### config.mk
export PLATFORM = sky130hd
export DESIGN_NAME = mcu_instruction_sequencer
export DESIGN_NICKNAME = d
export VERILOG_FILES = /design/src/hdl/seq_pkg.sv /design/src/hdl/alu_if.sv /design/src/hdl/seq_alu.sv /design/src/hdl/mcu_instruction_sequencer.sv
export SDC_FILE = /design/constraint.sdc
export NUM_CORES = 1
export LEC_CHECK = 0
export ABC_AREA = 1
export BUFFER_PORTS_ARGS = -buffer_cell sky130_fd_sc_hd__buf_4
export CORE_AREA = 3 3 143 145
export CTS_CLUSTER_DIAMETER = 30
export CTS_CLUSTER_SIZE = 40
export DETAILED_ROUTE_END_ITERATION = 10
export DIE_AREA = 0 0 146 148
export PLACE_DENSITY_LB_ADDON = 0.15
export SLEW_MARGIN = 25
export SYNTH_ARGS = -nofsm -noshare
export SYNTH_HDL_FRONTEND = slang
export SYNTH_SLANG_ARGS = --single-unit
### constraint.sdc
create_clock -name clock -period 3.4 [get_ports clock]
set_input_delay 0.34 -clock clock [delete_from_list [all_inputs] [get_ports clock]]
set_output_delay 0.34 -clock clock [all_outputs]
set_load 0.02 [all_outputs]
### src/hdl/seq_pkg.sv
// constants, opcodes and types shared by the instruction sequencer and its alu
package seq_pkg;
  localparam int          INSTR_W      = 16;
  localparam int          DATA_W       = 8;
  localparam int          PHASES       = 4;
  localparam logic [1:0]  PHASE_FETCH  = 2'h1;
  localparam logic [1:0]  PHASE_LAST   = 2'h3;
  localparam logic [7:0]  PC_LO_ADDR   = 8'h02;
  localparam logic [7:0]  ACC_RST      = 8'h00;
  localparam logic [15:0] IR_RST       = 16'h0000;
  localparam logic [7:0]  MISC_NOP     = 8'h00;
  localparam logic [7:0]  MISC_HALT    = 8'h01;
  localparam logic [7:0]  MISC_CLRWDT  = 8'h02;

  // opcode field is instruction bits 15:11
  localparam logic [4:0] OP_ADD   = 5'h00;
  localparam logic [4:0] OP_ADC   = 5'h01;
  localparam logic [4:0] OP_SUB   = 5'h02;
  localparam logic [4:0] OP_SBC   = 5'h03;
  localparam logic [4:0] OP_AND   = 5'h04;
  localparam logic [4:0] OP_OR    = 5'h05;
  localparam logic [4:0] OP_XOR   = 5'h06;
  localparam logic [4:0] OP_INV   = 5'h07;
  localparam logic [4:0] OP_INC   = 5'h08;
  localparam logic [4:0] OP_DECR  = 5'h09;
  localparam logic [4:0] OP_ROR   = 5'h0a;
  localparam logic [4:0] OP_ROL   = 5'h0b;
  localparam logic [4:0] OP_RORC  = 5'h0c;
  localparam logic [4:0] OP_ROLC  = 5'h0d;
  localparam logic [4:0] OP_MOV   = 5'h0e;
  localparam logic [4:0] OP_MOVMA = 5'h0f;
  localparam logic [4:0] OP_ADDI  = 5'h10;
  localparam logic [4:0] OP_SUBI  = 5'h11;
  localparam logic [4:0] OP_ANDI  = 5'h12;
  localparam logic [4:0] OP_ORI   = 5'h13;
  localparam logic [4:0] OP_XORI  = 5'h14;
  localparam logic [4:0] OP_MOVI  = 5'h15;
  localparam logic [4:0] OP_SETB  = 5'h16;
  localparam logic [4:0] OP_CLRB  = 5'h17;
  localparam logic [4:0] OP_SZ    = 5'h18;
  localparam logic [4:0] OP_SZB   = 5'h19;
  localparam logic [4:0] OP_SNZB  = 5'h1a;
  localparam logic [4:0] OP_JUMP  = 5'h1b;
  localparam logic [4:0] OP_CALL  = 5'h1c;
  localparam logic [4:0] OP_RTN   = 5'h1d;
  localparam logic [4:0] OP_TBLRD = 5'h1e;
  localparam logic [4:0] OP_MISC  = 5'h1f;

  typedef enum logic [1:0] {mode_run, mode_extra, mode_table, mode_halt} mode_t;
endpackage : seq_pkg

### src/hdl/alu_if.sv
// carrier between the sequencer and its data-path alu
`timescale 1ns/100ps
interface alu_if;
  logic [4:0] op;
  logic [7:0] a;
  logic [7:0] b;
  logic [2:0] bit_idx;
  logic       cin;
  logic [7:0] result;
  logic       cout;
  logic       zero;
  logic       sets_c;
  logic       sets_z;
  modport alu  (input op, a, b, bit_idx, cin, output result, cout, zero, sets_c, sets_z);
  modport core (output op, a, b, bit_idx, cin, input result, cout, zero, sets_c, sets_z);
endinterface : alu_if

### src/hdl/seq_alu.sv
// combinational 8-bit alu: arithmetic, logic, rotates and bit edits
`timescale 1ns/100ps
module seq_alu (
  alu_if.alu p
);
  logic [8:0] sum;

  always_comb begin
    sum      = 9'h000;
    p.result = p.b;
    p.cout   = p.cin;
    p.sets_c = 1'b0;
    p.sets_z = 1'b0;
    case (p.op)
      seq_pkg::OP_ADD, seq_pkg::OP_ADDI, seq_pkg::OP_ADC: begin
        sum      = {1'b0, p.a} + {1'b0, p.b} + {8'h00, p.op == seq_pkg::OP_ADC && p.cin};
        p.result = sum[7:0];
        p.cout   = sum[8]; // RL5
        p.sets_c = 1'b1;
        p.sets_z = 1'b1;
      end
      seq_pkg::OP_SUB, seq_pkg::OP_SUBI, seq_pkg::OP_SBC: begin
        sum      = {1'b0, p.a} - {1'b0, p.b} - {8'h00, p.op == seq_pkg::OP_SBC && p.cin};
        p.result = sum[7:0];
        p.cout   = sum[8]; // RL5
        p.sets_c = 1'b1;
        p.sets_z = 1'b1;
      end
      seq_pkg::OP_AND, seq_pkg::OP_ANDI: begin
        p.result = p.a & p.b;
        p.sets_z = 1'b1; // RL7
      end
      seq_pkg::OP_OR, seq_pkg::OP_ORI: begin
        p.result = p.a | p.b;
        p.sets_z = 1'b1; // RL7
      end
      seq_pkg::OP_XOR, seq_pkg::OP_XORI: begin
        p.result = p.a ^ p.b;
        p.sets_z = 1'b1; // RL7
      end
      seq_pkg::OP_INV: begin
        p.result = ~p.b;
        p.sets_z = 1'b1; // RL7
      end
      seq_pkg::OP_INC: begin
        p.result = p.b + 8'h01; // RL6
        p.sets_z = 1'b1;
      end
      seq_pkg::OP_DECR: begin
        p.result = p.b - 8'h01; // RL6
        p.sets_z = 1'b1;
      end
      seq_pkg::OP_ROR:  p.result = {p.b[0], p.b[7:1]}; // RL8
      seq_pkg::OP_ROL:  p.result = {p.b[6:0], p.b[7]}; // RL8
      seq_pkg::OP_RORC: begin
        p.result = {p.cin, p.b[7:1]}; // RL8
        p.cout   = p.b[0];
        p.sets_c = 1'b1;
      end
      seq_pkg::OP_ROLC: begin
        p.result = {p.b[6:0], p.cin}; // RL8
        p.cout   = p.b[7];
        p.sets_c = 1'b1;
      end
      seq_pkg::OP_SETB: p.result = p.b | (8'h01 << p.bit_idx);    // RL13
      seq_pkg::OP_CLRB: p.result = p.b & ~(8'h01 << p.bit_idx);   // RL13
      default:          p.result = p.b;
    endcase
    p.zero = p.result == 8'h00;
  end
endmodule : seq_alu

### src/hdl/mcu_instruction_sequencer.sv
// instruction sequencer for an 8-bit accumulator core with program and data memory ports
// What this block does
// RL1: branch, call, return, table read take two cycles
// RL2: one instruction cycle is four clocks
// RL3: writing program counter low byte adds cycle
// RL4: skip taken costs one extra cycle
// RL5: carry on sum overflow, borrow on underflow
// RL6: increment/decrement by one, to memory or accumulator
// RL7: logic results set zero flag when zero
// RL8: rotates move one bit, through-carry swaps carry
// RL9: accumulator always drives alu input a; result goes to accumulator or memory
// RL10: call pushes next address, return resumes there
// RL11: jump loads target, saves nothing
// RL12: conditional skip tests byte or bit
// RL13: bit set/clear edits only one bit
// RL14: table read copies program word to data
// RL15: halt enters power-down; watchdog clear instruction
// RL16: return from interrupt also sets interrupt enable
// RL17: extra cycle discards prefetch, changes nothing
`timescale 1ns/100ps
module mcu_instruction_sequencer #(
  parameter int PC_W        = 11,
  parameter int STACK_DEPTH = 8
) (
  input  wire logic                clock,
  input  wire logic                rst,
  output logic [PC_W-1:0]          pm_addr,
  input  wire logic [15:0]         pm_data,
  output logic [7:0]               dm_addr,
  output logic [7:0]               dm_wdata,
  output logic                     dm_we,
  input  wire logic [7:0]          dm_rdata,
  input  wire logic                wake,
  output logic [7:0]               accumulator,
  output logic                     carry_flag,
  output logic                     zero_flag,
  output logic                     global_interrupt_enable,
  output logic                     halted,
  output logic                     wdt_clear,
  output logic [7:0]               table_high,
  output logic                     cycle_start
);
  localparam int SP_W = $clog2(STACK_DEPTH);

  // address field of jump/call is 11 bits, and the low byte must fit below it
  if (PC_W < 9 || PC_W > 11 || STACK_DEPTH < 2 || (1 << SP_W) != STACK_DEPTH) begin : g_bad_param
    $error("PC_W must be 9..11 and STACK_DEPTH a power of two >= 2");
  end

  ////////////////////////////////////////////////////////////////////////////
  // state

  logic [1:0]          phase;
  logic [1:0]          next_phase;
  seq_pkg::mode_t      mode;
  seq_pkg::mode_t      next_mode;
  logic [15:0]         ir;
  logic [15:0]         next_ir;
  logic [PC_W-1:0]     pc;
  logic [PC_W-1:0]     next_pc;
  logic [PC_W-1:0]     next_pm_addr;
  logic [7:0]          next_dm_addr;
  logic [7:0]          next_dm_wdata;
  logic                next_dm_we;
  logic [7:0]          next_accumulator;
  logic                next_carry_flag;
  logic                next_zero_flag;
  logic                next_global_interrupt_enable;
  logic                next_halted;
  logic                next_wdt_clear;
  logic [7:0]          next_table_high;
  logic                next_cycle_start;
  logic [SP_W-1:0]     sp;
  logic [SP_W-1:0]     next_sp;
  logic [PC_W-1:0]     stack [STACK_DEPTH];
  logic                stack_we;
  logic [PC_W-1:0]     stack_wdata;
  logic                wake_meta;
  logic                wake_sync;

  ////////////////////////////////////////////////////////////////////////////
  // decode helpers

  logic [4:0]          opcode;
  logic                dest_mem;
  logic [7:0]          mem_val;
  logic [PC_W-1:0]     pc_inc;
  logic [PC_W-1:0]     target;
  logic [PC_W-1:0]     table_addr;

  assign opcode     = ir[15:11];
  // reads of the low program counter byte see the live counter
  assign mem_val    = (ir[7:0] == seq_pkg::PC_LO_ADDR) ? pc[7:0] : dm_rdata;
  assign pc_inc     = pc + PC_W'(1);
  assign target     = ir[PC_W-1:0];
  // table sits in the current 256-word page, indexed by the accumulator
  assign table_addr = {pc[PC_W-1:8], accumulator};
  assign dest_mem   = (opcode <= seq_pkg::OP_ROLC && ir[10]) || opcode == seq_pkg::OP_MOVMA ||
                      opcode == seq_pkg::OP_SETB || opcode == seq_pkg::OP_CLRB;

  alu_if alu_bus ();

  assign alu_bus.op      = opcode;
  assign alu_bus.a       = accumulator; // RL9
  assign alu_bus.b       = (opcode >= seq_pkg::OP_ADDI && opcode <= seq_pkg::OP_MOVI) ? ir[7:0] :
                           (opcode == seq_pkg::OP_MOVMA) ? accumulator : mem_val;
  assign alu_bus.bit_idx = ir[10:8];
  assign alu_bus.cin     = carry_flag;

  seq_alu u_alu (
    .p (alu_bus.alu)
  );

  ////////////////////////////////////////////////////////////////////////////
  // wake pin synchroniser

  always_ff @(posedge clock) begin
    if (rst) begin
      wake_meta <= 1'b0;
      wake_sync <= 1'b0;
    end else begin
      wake_meta <= wake;
      wake_sync <= wake_meta;
    end
  end

  ////////////////////////////////////////////////////////////////////////////
  // sequencing and execution

  logic extra;
  logic skip;

  always_comb begin
    next_phase                   = phase + 2'h1; // RL2
    next_mode                    = mode;
    next_ir                      = ir;
    next_pc                      = pc;
    next_pm_addr                 = pm_addr;
    next_dm_addr                 = dm_addr;
    next_dm_wdata                = dm_wdata;
    next_dm_we                   = 1'b0;
    next_accumulator             = accumulator;
    next_carry_flag              = carry_flag;
    next_zero_flag               = zero_flag;
    next_global_interrupt_enable = global_interrupt_enable;
    next_halted                  = halted;
    next_wdt_clear               = 1'b0;
    next_table_high              = table_high;
    next_cycle_start             = phase == seq_pkg::PHASE_LAST;
    next_sp                      = sp;
    stack_we                     = 1'b0;
    stack_wdata                  = pc_inc;
    extra                        = 1'b0;
    skip                         = 1'b0;
    if (phase == seq_pkg::PHASE_FETCH) begin
      if (mode == seq_pkg::mode_run) begin
        next_ir      = pm_data;
        next_dm_addr = pm_data[7:0];
      end else if (mode == seq_pkg::mode_table) begin
        next_table_high = pm_data[15:8]; // RL14
        next_dm_wdata   = pm_data[7:0];
        next_dm_we      = 1'b1;
      end
    end else if (phase == seq_pkg::PHASE_LAST) begin
      case (mode)
        seq_pkg::mode_run: begin
          next_pc = pc_inc;
          if (opcode <= seq_pkg::OP_CLRB) begin
            if (alu_bus.sets_c) begin
              next_carry_flag = alu_bus.cout; // RL5 RL8
            end
            if (alu_bus.sets_z) begin
              next_zero_flag = alu_bus.zero; // RL7
            end
            if (!dest_mem) begin
              next_accumulator = alu_bus.result; // RL6 RL9
            end else if (ir[7:0] == seq_pkg::PC_LO_ADDR) begin
              next_pc = {pc[PC_W-1:8], alu_bus.result}; // RL3
              extra   = 1'b1;
            end else begin
              next_dm_wdata = alu_bus.result; // RL13
              next_dm_we    = 1'b1;
            end
          end else begin
            case (opcode)
              seq_pkg::OP_SZ:   skip = (mem_val == 8'h00) ^ ir[10]; // RL12
              seq_pkg::OP_SZB:  skip = !mem_val[ir[10:8]];          // RL12
              seq_pkg::OP_SNZB: skip = mem_val[ir[10:8]];           // RL12
              seq_pkg::OP_JUMP: begin
                next_pc = target; // RL11
                extra   = 1'b1;   // RL1
              end
              seq_pkg::OP_CALL: begin
                stack_we = 1'b1; // RL10
                next_sp  = sp + SP_W'(1);
                next_pc  = target;
                extra    = 1'b1; // RL1
              end
              seq_pkg::OP_RTN: begin
                next_sp = sp - SP_W'(1);
                next_pc = stack[sp - SP_W'(1)]; // RL10
                extra   = 1'b1;                 // RL1
                if (ir[10]) begin
                  next_global_interrupt_enable = 1'b1; // RL16
                end
              end
              seq_pkg::OP_TBLRD: next_mode = seq_pkg::mode_table; // RL1 RL14
              seq_pkg::OP_MISC: begin
                if (ir[7:0] == seq_pkg::MISC_HALT) begin
                  next_mode   = seq_pkg::mode_halt; // RL15
                  next_halted = 1'b1;
                end else if (ir[7:0] == seq_pkg::MISC_CLRWDT) begin
                  next_wdt_clear = 1'b1; // RL15
                end
              end
              default: next_pc = pc_inc;
            endcase
          end
          if (skip) begin
            next_pc = pc + PC_W'(2); // RL4
            extra   = 1'b1;
          end
          if (extra) begin
            next_mode = seq_pkg::mode_extra;
          end
          next_pm_addr = (opcode == seq_pkg::OP_TBLRD) ? table_addr : next_pc;
        end
        seq_pkg::mode_extra: begin
          next_mode = seq_pkg::mode_run; // RL17
        end
        seq_pkg::mode_table: begin
          next_mode    = seq_pkg::mode_run;
          next_pm_addr = pc;
        end
        seq_pkg::mode_halt: begin
          if (wake_sync) begin
            next_mode   = seq_pkg::mode_run; // RL15
            next_halted = 1'b0;
          end
        end
        default: next_mode = seq_pkg::mode_run;
      endcase
    end
  end

  always_ff @(posedge clock) begin
    if (rst) begin
      phase                   <= 2'h0;
      mode                    <= seq_pkg::mode_run;
      ir                      <= seq_pkg::IR_RST;
      pc                      <= '0;
      pm_addr                 <= '0;
      dm_addr                 <= 8'h00;
      dm_wdata                <= 8'h00;
      dm_we                   <= 1'b0;
      accumulator             <= seq_pkg::ACC_RST;
      carry_flag              <= 1'b0;
      zero_flag               <= 1'b0;
      global_interrupt_enable <= 1'b0;
      halted                  <= 1'b0;
      wdt_clear               <= 1'b0;
      table_high              <= 8'h00;
      cycle_start             <= 1'b0;
      sp                      <= '0;
    end else begin
      phase                   <= next_phase;
      mode                    <= next_mode;
      ir                      <= next_ir;
      pc                      <= next_pc;
      pm_addr                 <= next_pm_addr;
      dm_addr                 <= next_dm_addr;
      dm_wdata                <= next_dm_wdata;
      dm_we                   <= next_dm_we;
      accumulator             <= next_accumulator;
      carry_flag              <= next_carry_flag;
      zero_flag               <= next_zero_flag;
      global_interrupt_enable <= next_global_interrupt_enable;
      halted                  <= next_halted;
      wdt_clear               <= next_wdt_clear;
      table_high              <= next_table_high;
      cycle_start             <= next_cycle_start;
      sp                      <= next_sp;
    end
  end

  // stack is plain storage; no reset so it maps to a small ram
  always_ff @(posedge clock) begin
    if (stack_we && !rst) begin
      stack[sp] <= stack_wdata;
    end
  end
endmodule : mcu_instruction_sequencer

* After elaboration in Yosys (flattened, before gate mapping)
Memory sizes are Yosys's and may differ from the RTL's.
Cells that the tools add are included.
** Storage, ports and cells
- Register bits :: 86
- Bits in writable memories :: 88
- Input port bits :: 27
- Output and inout port bits :: 50
- Word-level logic and storage cells :: 206
- Memories kept :: 1
** Memories
- stack :: depth 8, width 11, read ports 1, clocked after Yosys merged registers in 0, write ports 1, RTL line mcu_instruction_sequencer.sv:75 : logic [PC_W-1:0] stack [STACK_DEPTH];
** Operators by class
- Add/subtract/negate cells :: 11
- $lt $le $gt $ge :: 5
- Equal/unequal tests :: 46
- Shift-type cells :: 1
- Multiplexer cells :: 64
- Bitwise operators :: 14
- Reduce and logical (&&, ||, !) cells :: 45
** Operator list (number)
- $pmux 8 s14 :: 1
- $mux 8 :: 11
- $eq 5x5->1 const B :: 15
- $mux 11 :: 5
- $pmux 11 s2 :: 2
- $eq 5x4->1 const B :: 7
- $mux 1 :: 34
- $eq 5x3->1 const B :: 4
- $reduce_and 6->1 :: 3
- $and 8x8->8 :: 2
- $logic_not 8->1 :: 2
- $not 8->8 :: 2
- $or 8x8->8 :: 2
- $reduce_and 5->1 :: 3
- $reduce_or 15->1 :: 1
- $reduce_and 7->1 :: 2
- $reduce_bool 2->1 :: 7
- $add 11x1->11 const B :: 1
- $add 11x2->11 const B :: 1
- $eq 5x2->1 const B :: 2
- $le 5x5->1 const B :: 2
- $reduce_or 2->1 :: 5
- $add 8x8->9 :: 1
- $add 9x1->9 :: 1
- 43 further kinds :: 70

* Logic depth before layout (Yosys ltp)
Gate-level depths: netlist of run 1.
- Depth in word-level cells :: 16
- Gate-level depth with buffers :: 34
- Mapped depth without buffers :: 34

* Hierarchy
Synthesis of run 1 repeated with hierarchy kept, for this count alone.
** Unflattened totals
- Cells, all modules :: 1517
- Area total of the unflattened synthesis :: 10879.2 um^2
** Modules (own cells, without submodules)
- mcu_instruction_sequencer :: instances 1, cells each 1003, area each 8220.4 um^2
- seq_alu :: instances 1, cells each 514, area each 2658.8 um^2

* Worst setup path after synthesis of run 1
Ideal clock, no wire load.
- Path type :: register -> register
- Start point :: register ir[15]
- End point :: register pm_addr[3]
- Library setup time :: 0.119 ns
- Arrival time :: 3.320 ns
- Slack :: -0.039 ns
- Stages on the path, launching flop included :: 34
- Cell sequence :: dfxtp_1 > buf_6 > nand3_2 > buf_4 > o21ai_1 > inv_1 > nand2_1 > nand2_2 > inv_2 > o21ai_0 > nand2_1 > inv_1 > ha_1 > inv_1 > ha_1 > or2_2 > nand2_1 > nand2_1 > inv_1 > nand2_1 > nand3_1 > o21ai_0 > nor2_1 > nand2_1 > nor3_1 > nand3_1 > nand2_1 > nand2_1 > nand2_1 > nand2_1 > nand2_1 > nand2_1 > nand2_1 > a21oi_1
** Between the ends
- Word-level cells in the longest chain between the ends :: 12
- Elaborated cells on any way between the ends :: 73
** Ends and longest elaborated chain
- start: declaration :: RTL line mcu_instruction_sequencer.sv:57 : logic [15:0] ir;
- start signal: assignment :: RTL line mcu_instruction_sequencer.sv:250 : ir <= seq_pkg::IR_RST;
- start signal: assignment :: RTL line mcu_instruction_sequencer.sv:268 : ir <= next_ir;
- $ge 5x5->1 (tied with other cells) :: RTL line mcu_instruction_sequencer.sv:105 : assign alu_bus.b = (opcode >= seq_pkg::OP_ADDI && opcode <= seq_pkg::OP_MOVI) ? ir[7:0] :
- $logic_and 1x1->1 / $mux 8 (equally long branches) :: RTL line mcu_instruction_sequencer.sv:105, mcu_instruction_sequencer.sv:106
- $mux 8 :: RTL line mcu_instruction_sequencer.sv:105
- $sub 8x8->9 / $add 8x8->9 (equally long branches) :: RTL line seq_alu.sv:23, seq_alu.sv:16
- $sub 9x1->9 / $add 9x1->9 (equally long branches) :: RTL line seq_alu.sv:23, seq_alu.sv:16
- $pmux 8 s14 :: RTL line seq_alu.sv:14 : case (p.op)
- $mux 11 :: RTL line mcu_instruction_sequencer.sv:177 : end else if (ir[7:0] == seq_pkg::PC_LO_ADDR) begin
- $mux 11 :: RTL line mcu_instruction_sequencer.sv:175 : if (!dest_mem) begin
- $mux 11 :: RTL line mcu_instruction_sequencer.sv:168 : if (opcode <= seq_pkg::OP_CLRB) begin
- $mux 11 :: RTL line mcu_instruction_sequencer.sv:219 : if (skip) begin
- $mux 11 * :: RTL line mcu_instruction_sequencer.sv:226 : next_pm_addr = (opcode == seq_pkg::OP_TBLRD) ? table_addr : next_pc;
- $pmux 11 s2 * :: RTL line mcu_instruction_sequencer.sv:165 : case (mode)
- end signal: assignment :: RTL line mcu_instruction_sequencer.sv:270 : pm_addr <= next_pm_addr;
- end: declaration :: RTL line mcu_instruction_sequencer.sv:27 : output logic [PC_W-1:0] pm_addr,
Mark *: on every way between the ends. The rest lies on a longest branch, timed or not. The select of a mux whose other input is x is not followed.
A chain may end at the register's enable or synchronous reset.

==> reports/metrics.yaml, run 1 <==
yosys.area_share.simple: 0.249
cts_max_path_buffers: 2
grt_max_degree: 49
htreeDepth: 4
violations: "setup timing"
synth-compound-area-share: 0.192
routed-via-count: 10900
leakage_nw: 5.95
synthAdderAreaFrac: 0.0511
critPathCaptureType: "flip-flop"
tightest_slew_ps: 790
grt_pass1_vias: 10100
final_antenna_net_count: 0
met2_usage: 0.540
dp.final_hpwl_um: 28200
dpl.cell_count: 1830
status: "finished with violations"
gr-max-usage-layer: "met2"
area_delta_synth_final_pct: 30.3
hp-class: "input pin to flip-flop"
seq_area_frac_synth: 0.405
rrSetupSlack_ps: -70
drc_errors: 0
crit_path_frequent_cell: "nand2_2"
max_freq_ghz: 0.288
min_from: "wake"
syn_area_um2: 10400
peakVddDrop_v: 0.000374
drive_above_1_share: 0.291
power_mw: 6.12
met3_usage: 0.0742
grt_use_total: 0.343
critPathKind: "flip-flop to flip-flop"
viasPerCell: 5.79
synthFlopType: "edfxtp_1"
stdcell_area_um2: 13500
critPathArrivalTime_ps: 3800
startpoint_type: "flip-flop"
critPathRequiredTime_ps: 3730
path_max_fanout: 7
die_w_um: 146
layoutNonFillerInstCount: 1888
die-height_um: 148
synth_most_common_cell: "nand2_1"
min_period_over_period: 1.02
synth_seq_cells: 166
synthTopCellsByArea: "edfxtp_1 (25%), dfxtp_1 (15%), nand2_1 (9.7%)"
design.core.area_um2: 19300
r2r_end: "pm_addr[6]"
synth.avg_cell_area_um2: 7.48
r2r_start: "dm_addr[0]"
synth_top_area_share: 0.255
post_dp_cell_area_um2: 12200
cts_buffers: 17
finalSetupViolations: 11
clkLatencyLatePin_ps: 440
synth_xor_area_frac: 0.0135
cts-root-buf: "clkbuf_16"
antenna_found_initial: 2
place.gp.congestion: 1.01
holdPathEnd: "wake_meta"
synth_top_family_by_area: "simple AND/OR/NAND/NOR gates"
reg2reg_depth: 32
synth_edf_count: 88
grt_setup_unrepaired: "true"
slew_violations: 0
synth_warnings: 0
io_pins: 77
max_cap_violations: 0
postCtsHoldBufs: 0
io_buffers: 76
wire_per_inst_um: 20.1
fin_hold_ws_ps: 109
period_minus_slack_ps: 3470
cts_tree: "built"
slowest_delay_ps: 360
dieArea_um2: 21600
critical_path_buf_inv_count: 6
rows: 51
drt_iter0_markers: 1153
tns_ps: -483
totalWireLength_um: 38000
crit_family: "simple AND/OR/NAND/NOR gates"
fin_ws_ps: -74.9
initial_core_util: 0.537
synth_mux_area_frac: 0
hold_violations: 0
synthArstFlopShare: 0
synth_cell_types: 55
syn_nets: 1454
yosysTopAreaCell: "edfxtp_1"
antenna_cells: 0
slowest_stage: "fa_2"
synth_commonest_cells: "nand2_1 (268), nor2_1 (162), o21ai_0 (136)"
gr-total-overflow: 0
clkTransAtPathRegs_ps: 70
power.density_nw_per_um2: 452
met1_usage: 0.463
layout.nets: 1677
slew_headroom: 0.468
clock_sinks: 166
final.setup_skew_ps: 12.2
grt_pass1_wl_um: 57600
synthCells: 1387
first_pass_iters: 5
whs_path_depth: 3
[kinds of logic (layout without fill, tap and decap cells)]
| logic type | after synthesis | in the layout |
|---|---|---|
| xor+xnor | 16 | 16 |
| buf+inv | 224 | 460 |
| flops | 166 | 166 |
| compound gates | 355 | 355 |
| simple gates | 586 | 586 |
| fa+ha+maj | 40 | 40 |
[sequential cells by signal (all words and copies together) (netlist names), 3 cells and up]
| register | flops |
|---|---|
| accumulator | 8 |
| pc | 11 |
| sp | 3 |
| ir | 9 |
| stack | 88 |
| pm_addr | 11 |
| dm_addr | 7 |
| dm_wdata | 8 |
| table_high | 8 |
[layout by cell type, fill, tap and decap left out, types with 7 or more instances in the layout]
cell,count
o21ai_2,9
nor2_2,10
o22ai_1,21
nor2_4,8
buf_4,254
o21ai_0,127
inv_2,38
ha_4,14
nand2_1,243
nand3_1,63
nor3_1,18
ha_1,22
dfxtp_2,7
inv_1,120
xor2_1,13
nand2_2,28
nand2_4,10
dfxtp_1,71
a21oi_1,83
a21oi_2,12
o211ai_1,12
edfxtp_1,88
nand4_1,15
clkbuf_16,17
nand3_2,10
a211oi_1,9
nor2_1,157
o21ai_1,41
[metal layers]
layer / vias up / part of all wire
li1: 5143 / -
met1: 5081 / 0.41
met2: 582 / 0.45
met3: 117 / 0.088
met4: 4 / 0.045
met5: - / 0.00066
[cell type report]
cell class | count | area [um2]
inverter | 167 | 634
fill | 1603 | 5810
tap | 265 | 332
multi-input combinational | 997 | 5750
sequential | 166 | 4210
timing repair buffer | 261 | 1990
clock buffer | 17 | 425
clock inverter | 15 | 176
[how the worst max path moves through the flow]
stage,cells past startpoint,to,start
2_1_floorplan,34,pm_addr[3],ir[12]
3_3_place_gp,25,pm_addr[7],dm_addr[0]
3_5_place_dp,34,pm_addr[3],dm_addr[0]
4_1_cts,32,pm_addr[4],dm_addr[2]
5_1_grt,34,pm_addr[3],dm_addr[2]
6_report,32,pm_addr[6],dm_addr[0]
[worst reg2reg max path: cells and delay by family (launching register included)]
family                   cells  cell delay, ps
AND/OR/NAND/NOR             20            1730
flip-flops                   1             330
AO/OA/AOI/OAI                5             470
adder cells (fa/ha/maj)      1             360
buffers and inverters        6             480
[what timing repair did]
action | in CTS | in global routing
gates resized for setup | 64 | 75
buffers inserted | 9 | 18
pin swaps | 42 | 47
endpoints found under the setup margin | 26 | 34
gates cloned | 0 | 0
[metrics by stage]
step / utilization / setup WS, ps
finish: 0.699 / -74.9
global route: 0.699 / -332
CTS: 0.678 / -95.1
detailed placement: 0.630 / -247
global placement: 0.630 / -164
floorplan: - / 10.4
[report_power, final]
| group | switching, mW | internal (mW) |
|---|---|---|
| combinational | 1.14 | 0.817 |
| sequential | 0.0362 | 2.15 |
| clock | 0.972 | 0.998 |
| total | 2.15 | 3.97 |
Power figures use the tool's default switching activity.
==> run 2, diff against run 1 <==
clock period = 3.02 ns   (was 3.4 ns; I/O delays follow)
==> run 2 against run 1 <==
The run still ends with setup timing left. Via count grew 2.0%. Core utilization grew 2.9 points. Setup slack lost 550 ps.
==> reports/metrics.yaml, run 2 (synthesized netlist as in run 1, its figures left out) <==
grt_max_degree: 49  # unchanged
critPathArrivalTime_ps: 3960  # +160 ps
drc_errors: 0  # unchanged
power_mw: 7.17  # +17%
peakVddDrop_v: 0.000395  # +5.7%
cts_tree: "built"
place.gp.congestion: 1.04  # +2.9%
period_minus_slack_ps: 3640  # +169 ps
slowest_delay_ps: 330  # -30 ps
min_period_over_period: 1.21  # +0.185
power.density_nw_per_um2: 509  # +13%
viasPerCell: 5.75  # -0.70%
dp.final_hpwl_um: 28900  # +2.7%
fin_ws_ps: -624  # -549 ps
clkTransAtPathRegs_ps: 70  # about the same
slew_violations: 0  # unchanged
seqCellArea_um2: 4220  # about the same
startpoint_type: "flip-flop"
drt_iter0_markers: 1262  # +9.5%
grt_pass1_wl_um: 58800  # +2.1%
holdPathEnd: "wake_meta"
io_buffers: 76  # unchanged
n_fill_cell: 1592  # -0.69%
status: "finished with violations"
antenna_found_initial: 0  # -2
startpoint: "dm_addr[4]"
dpl.cell_count: 1863  # +1.8%
wire_per_inst_um: 19.9  # -1.1%
layout.nets: 1727  # +3.0%
grt_setup_unrepaired: "true"
critPathCaptureType: "flip-flop"
final_antenna_net_count: 0  # unchanged
reg2reg_depth: 29  # -9.4%
critPathKind: "flip-flop to flip-flop"
final_util: 0.728  # +0.0288
whs_path_depth: 3  # unchanged
reg.largest.list: "stack x88, pc x11, pm_addr x11"
io_pins: 77  # unchanged
crit_path_frequent_cell: "nand2_1"
grt_pass1_vias: 10400  # +3.7%
die-height_um: 148  # unchanged
clkLatencyLatePin_ps: 430  # about the same
largest_reg_flops: 88  # unchanged
stdcell_area_um2: 14100  # +4.1%
cts_max_path_buffers: 2  # unchanged
r2r_end: "pm_addr[7]"
multi_input_comb_area_um2: 5870  # +2.2%
first_pass_iters: 5  # unchanged
slew_headroom: 0.573  # +0.105
totalWireLength_um: 38600  # +1.6%
die_w_um: 146  # unchanged
htreeDepth: 4  # unchanged
critPathRequiredTime_ps: 3330  # -400 ps
post_dp_cell_area_um2: 12600  # +3.0%
post-place-ws_ps: -677  # -430 ps
max_freq_ghz: 0.274  # -4.6%
max_cap_violations: 0  # unchanged
clock_sinks: 166  # unchanged
grt_use_total: 0.349  # +0.00616
final.setup_skew_ps: 14.1  # +1.91 ps
tightest_slew_ps: 638  # -151 ps
min_from: "wake"
layout_common_cells: "buf_4 (288), nand2_1 (231), nor2_1 (150)"
final_common_cell: "buf_4"
violations: "setup timing"
largest-register: "stack"
routed-via-count: 11100  # +2.0%
area_delta_synth_final_pct: 35.7
hp-class: "input pin to flip-flop"
finalSetupViolations: 34  # +23
cts-root-buf: "clkbuf_16"
path_max_fanout: 5  # -2
hold_violations: 0  # unchanged
drive_above_1_share: 0.329  # +0.0385
gr-total-overflow: 0  # unchanged
rows: 51  # unchanged
initial_core_util: 0.537  # unchanged
design.core.area_um2: 19300  # unchanged
layoutNonFillerInstCount: 1939  # +2.7%
cts_buffers: 17  # unchanged
rrSetupSlack_ps: -620  # -550 ps
r2r_start: "dm_addr[4]"
leakage_nw: 6.24  # +4.9%
dieArea_um2: 21600  # unchanged
postCtsHoldBufs: 0  # unchanged
slowest_stage: "dfxtp_1"
[run 2: cell types whose count changed in the layout (fill, tap and decap cells not counted), moves of 3 or more]
cell / previous run / this run
clkinv_8: 4 / 0
buf_4: 254 / 288
nand2_1: 243 / 231
o21ai_2: 9 / 13
buf_6: 6 / 20
o21ai_1: 41 / 38
nor2_2: 10 / 15
nor2_1: 157 / 150
nand2_2: 28 / 40
o21ai_0: 127 / 124
[run 2: worst max path at each step]
stage,depth (start not counted),slack [ps],end
final,29,-620,pm_addr[7]
after global routing,29,-820,pm_addr[4]
after CTS,31,-540,pm_addr[7]
after detailed placement,31,-680,pm_addr[7]
after global placement,30,-610,pm_addr[7]
after floorplan,33,-170,pm_addr[3]
[run 2: cell type report]
class	instances	area share
Multi-Input combinational cell	998	0.417
Sequential cell	166	0.299
Timing Repair Buffer	310	0.172
Inverter	167	0.0451
Clock buffer	17	0.0302
Tap cell	265	0.0235
Clock inverter	15	0.0120
Antenna cell	1	0.000178
[run 2: per-stage QoR]
| stage | setup TNS (ps) | hold slack (ps) |
|---|---|---|
| 2_1_floorplan | -1010 | 388 |
| 3_3_place_gp | -10360 | 393 |
| 3_5_place_dp | -12650 | 412 |
| 4_1_cts | -10290 | 70.0 |
| 5_1_grt | -20630 | 80.6 |
| 6_report | -13420 | 72.0 |
[run 2: report_power, final]
group | switching [mW] | internal [mW]
Clock | 1.05 | 1.19
Sequential | 0.0429 | 2.42
Combinational | 1.38 | 1.08
[run 2: what timing repair did]
item,CTS,global route
cloned,1,0
endpoints found under the hold margin,0,0
pin swaps,63,71
gates resized for setup,96,68
setup buffers,27,22
endpoints found under the setup margin,34,35
[run 2: per-layer routing]
layer | share of wire | global-route usage | up-vias
li1 | - | - | 5233
met1 | 0.41 | 0.481 | 5188
met2 | 0.46 | 0.555 | 620
met3 | 0.098 | 0.0573 | 103
met4 | 0.040 | 0.142 | 0
met5 | 0 | 0 | -
[run 2: worst max-delay path: cells and delay by family, from the launching register on]
family                     cells  cell delay, ps
buffers and inverters          5             410
and+or+nand+nor               18            1770
adders and majority gates      2             550
AOI/OAI and AO/OA              4             480
DFF                            1             330
==> run 3, diff against run 2 <==
CELL_PAD_IN_SITES_DETAIL_PLACEMENT = 1   (was not set)
CELL_PAD_IN_SITES_GLOBAL_PLACEMENT = 1   (was not set)
CORE_AREA = 3 3 164 166   (was 3 3 143 145)
DIE_AREA = 0 0 167 169   (was 0 0 146 148)
==> run 3 against run 2 <==
The flow still finishes with violations (setup timing). Design area is 3.8% higher. Core utilization is 16 points lower. Maximum frequency is 1.6% lower. Worst hold slack worse by 5.3 ps. Cell count is 4.8% higher. Count of clock-buffer cells in the layout stayed put. Total power is 3.4% higher. Register-to-register slack worse by 60 ps. Routed wire length is 22% higher. Via count is 3.2% higher. Sequential power hardly changed. Critical endpoint is now zero_flag.
==> reports/metrics.yaml, run 3 (synthesized netlist as in run 1, its figures left out) <==
critPathArrivalTime_ps: 4070  # +110 ps
cts_buffers: 17  # unchanged
initial_core_util: 0.403  # -0.134
min_period_over_period: 1.23  # +0.0193
place.gp.congestion: 0.957  # -7.8%
antenna_found_initial: 1  # +1
grt_pass1_wl_um: 68800  # +17%
pwr-share-comb: 0.360  # +0.016
layout.nets: 1752  # +1.4%
switching_share: 0.367  # +0.0217
clkTransAtPathRegs_ps: 90  # +20 ps
totalWireLength_um: 47000  # +22%
intPower_mw: 4.69  # about the same
clkLatencyLatePin_ps: 450  # +20 ps
finalSetupViolations: 32  # -5.9%
pwr-share-clk: 0.307  # -0.005
cts_tree: "built"
slew_violations: 0  # unchanged
die_w_um: 167  # +14%
power.density_nw_per_um2: 507  # -0.38%
htreeDepth: 4  # unchanged
grt_use_total: 0.317  # -0.0321
drive_above_1_share: 0.360  # +0.0311
die-height_um: 169  # +14%
slew_headroom: 0.540  # -0.0329
switchingPower_mw: 2.72  # +9.9%
gr-total-overflow: 0  # unchanged
drc_errors: 0  # unchanged
largest-register: "stack"
routed-via-count: 11500  # +3.2%
antenna_cells: 0  # -1
io_pins: 77  # unchanged
max_cap_violations: 0  # unchanged
grt_pass1_vias: 11600  # +11%
design.core.area_um2: 25800  # +33%
hold_violations: 0  # unchanged
clock_sinks: 166  # unchanged
post-place-ws_ps: -758  # -80.6 ps
io_buffers: 76  # unchanged
max_freq_ghz: 0.270  # -1.6%
viasPerCell: 5.66  # -1.5%
layout_common_cells: "buf_4 (313), nand2_1 (214), nor2_1 (150)"
critPathRequiredTime_ps: 3380  # +50 ps
area_delta_synth_final_pct: 40.9
seqCellArea_um2: 4230  # +0.24%
grt_max_degree: 49  # unchanged
n_fill_cell: 3149  # +98%
startpoint_type: "flip-flop"
power_mw: 7.41  # +3.4%
violations: "setup timing"
fin_ws_ps: -682  # -58.3 ps
reg.largest.list: "stack x88, pc x11, pm_addr x11"
final_common_cell: "buf_4"
first_pass_iters: 5  # unchanged
cts_max_path_buffers: 2  # unchanged
dieArea_um2: 28200  # +31%
multi_input_comb_area_um2: 6100  # +3.8%
period_minus_slack_ps: 3700  # +58.3 ps
drt_iter0_markers: 1057  # -16%
leakage_nw: 6.40  # +2.6%
rows: 59  # +16%
cts-root-buf: "clkbuf_16"
critPathKind: "flip-flop to flip-flop"
critPathCaptureType: "flip-flop"
peakVddDrop_v: 0.000404  # +2.2%
wire_per_inst_um: 23.1  # +16%
largest_reg_flops: 88  # unchanged
final.setup_skew_ps: 15.3  # +1.16 ps
final_util: 0.567  # -0.161
tightest_slew_ps: 687  # +49.2 ps
path_max_fanout: 5  # unchanged
dp.final_hpwl_um: 34500  # +19%
sequentialPowerShare: 0.333  # -0.011
status: "finished with violations"
hp-class: "input pin to flip-flop"
grt_setup_unrepaired: "true"
final_antenna_net_count: 0  # unchanged
run 3: cell types whose count changed in the layout (fill, tap and decap cells not counted), sizes merged:
cell	before	now
diode	1	0
buf	310	335
clkinv	10	15
bufinv	1	0
nand2	282	281
inv	170	166
nand3	75	76
run 3: timing repair:
| action | CTS | global route |
|---|---|---|
| hold buffers | 0 | 0 |
| gates cloned | 0 | 1 |
| pin swaps | 87 | 77 |
| setup buffers | 27 | 28 |
| setup endpoints to repair | 34 | 42 |
| resized for setup | 136 | 87 |
run 3: power by group through the flow:
| stage | combinational (mW) | sequential (mW) | clock (mW) |
|---|---|---|---|
| floorplan | 0.979 | 2.53 | 0 |
| global placement | 1.88 | 2.51 | 0 |
| detailed placement | 1.91 | 2.51 | 0 |
| CTS | 2.30 | 2.47 | 2.28 |
| global route | 2.82 | 2.47 | 2.39 |
| finish | 2.67 | 2.47 | 2.27 |
run 3: cell type report:
cell class / count / area share
Inverter: 167 / 0.0446
Multi-Input combinational cell: 998 / 0.417
Tap cell: 335 / 0.0287
Timing Repair Buffer: 335 / 0.179
Clock inverter: 15 / 0.0122
Clock buffer: 17 / 0.0291
Sequential cell: 166 / 0.289
run 3: worst paths after layout:
check             start         to  slack [ps]  cells past startpoint
max          dm_addr[2]  zero_flag        -680                     27
min                wake  wake_meta          70                      3
max reg2reg  dm_addr[2]  zero_flag        -680                     27
min reg2reg   wake_meta  wake_sync         410                      2
run 3: worst max-delay path: stages (launching register included):
cell	delay [ps]
dfxtp_2	330
inv_2	70
nand2_4	60
nor2_4	200
nand2_4	120
buf_6	140
o21ai_4	170
nand2_2	90
o21ai_2	80
nand2_2	90
nand2_2	100
inv_2	50
ha_4	270
inv_4	40
ha_4	230
inv_4	70
o21bai_4	60
or2_1	220
nand3_2	90
o211ai_1	90
nor2_1	120
o21ai_1	80
nor2_1	120
nand2_2	150
nor2_1	140
and3_4	180
nand4_1	80
a21oi_1	170
run 3: per-layer routing:
| metal | share of wire | wire (um) | up-vias | global-route usage |
|---|---|---|---|---|
| met3 | 0.062 | 2920 | 116 | 0.0516 |
| li1 | - | - | 5291 | - |
| met2 | 0.47 | 22300 | 441 | 0.529 |
| met5 | 0 | 0 | - | 0 |
| met1 | 0.42 | 20000 | 5657 | 0.411 |
| met4 | 0.040 | 1870 | 0 | 0.132 |
run 3: per-stage QoR:
stage                     setup TNS [ps]  std cells  instance area, um2  hold WS [ps]
after floorplan                    -1010       1387               10500           388
after global placement            -15550       1950               12800           393
after detailed placement          -18810       1950               12800           400
after CTS                         -11980       2007               14100          66.6
after global routing              -20880       2033               14600          73.3
final                             -15140       2033               14600          66.8
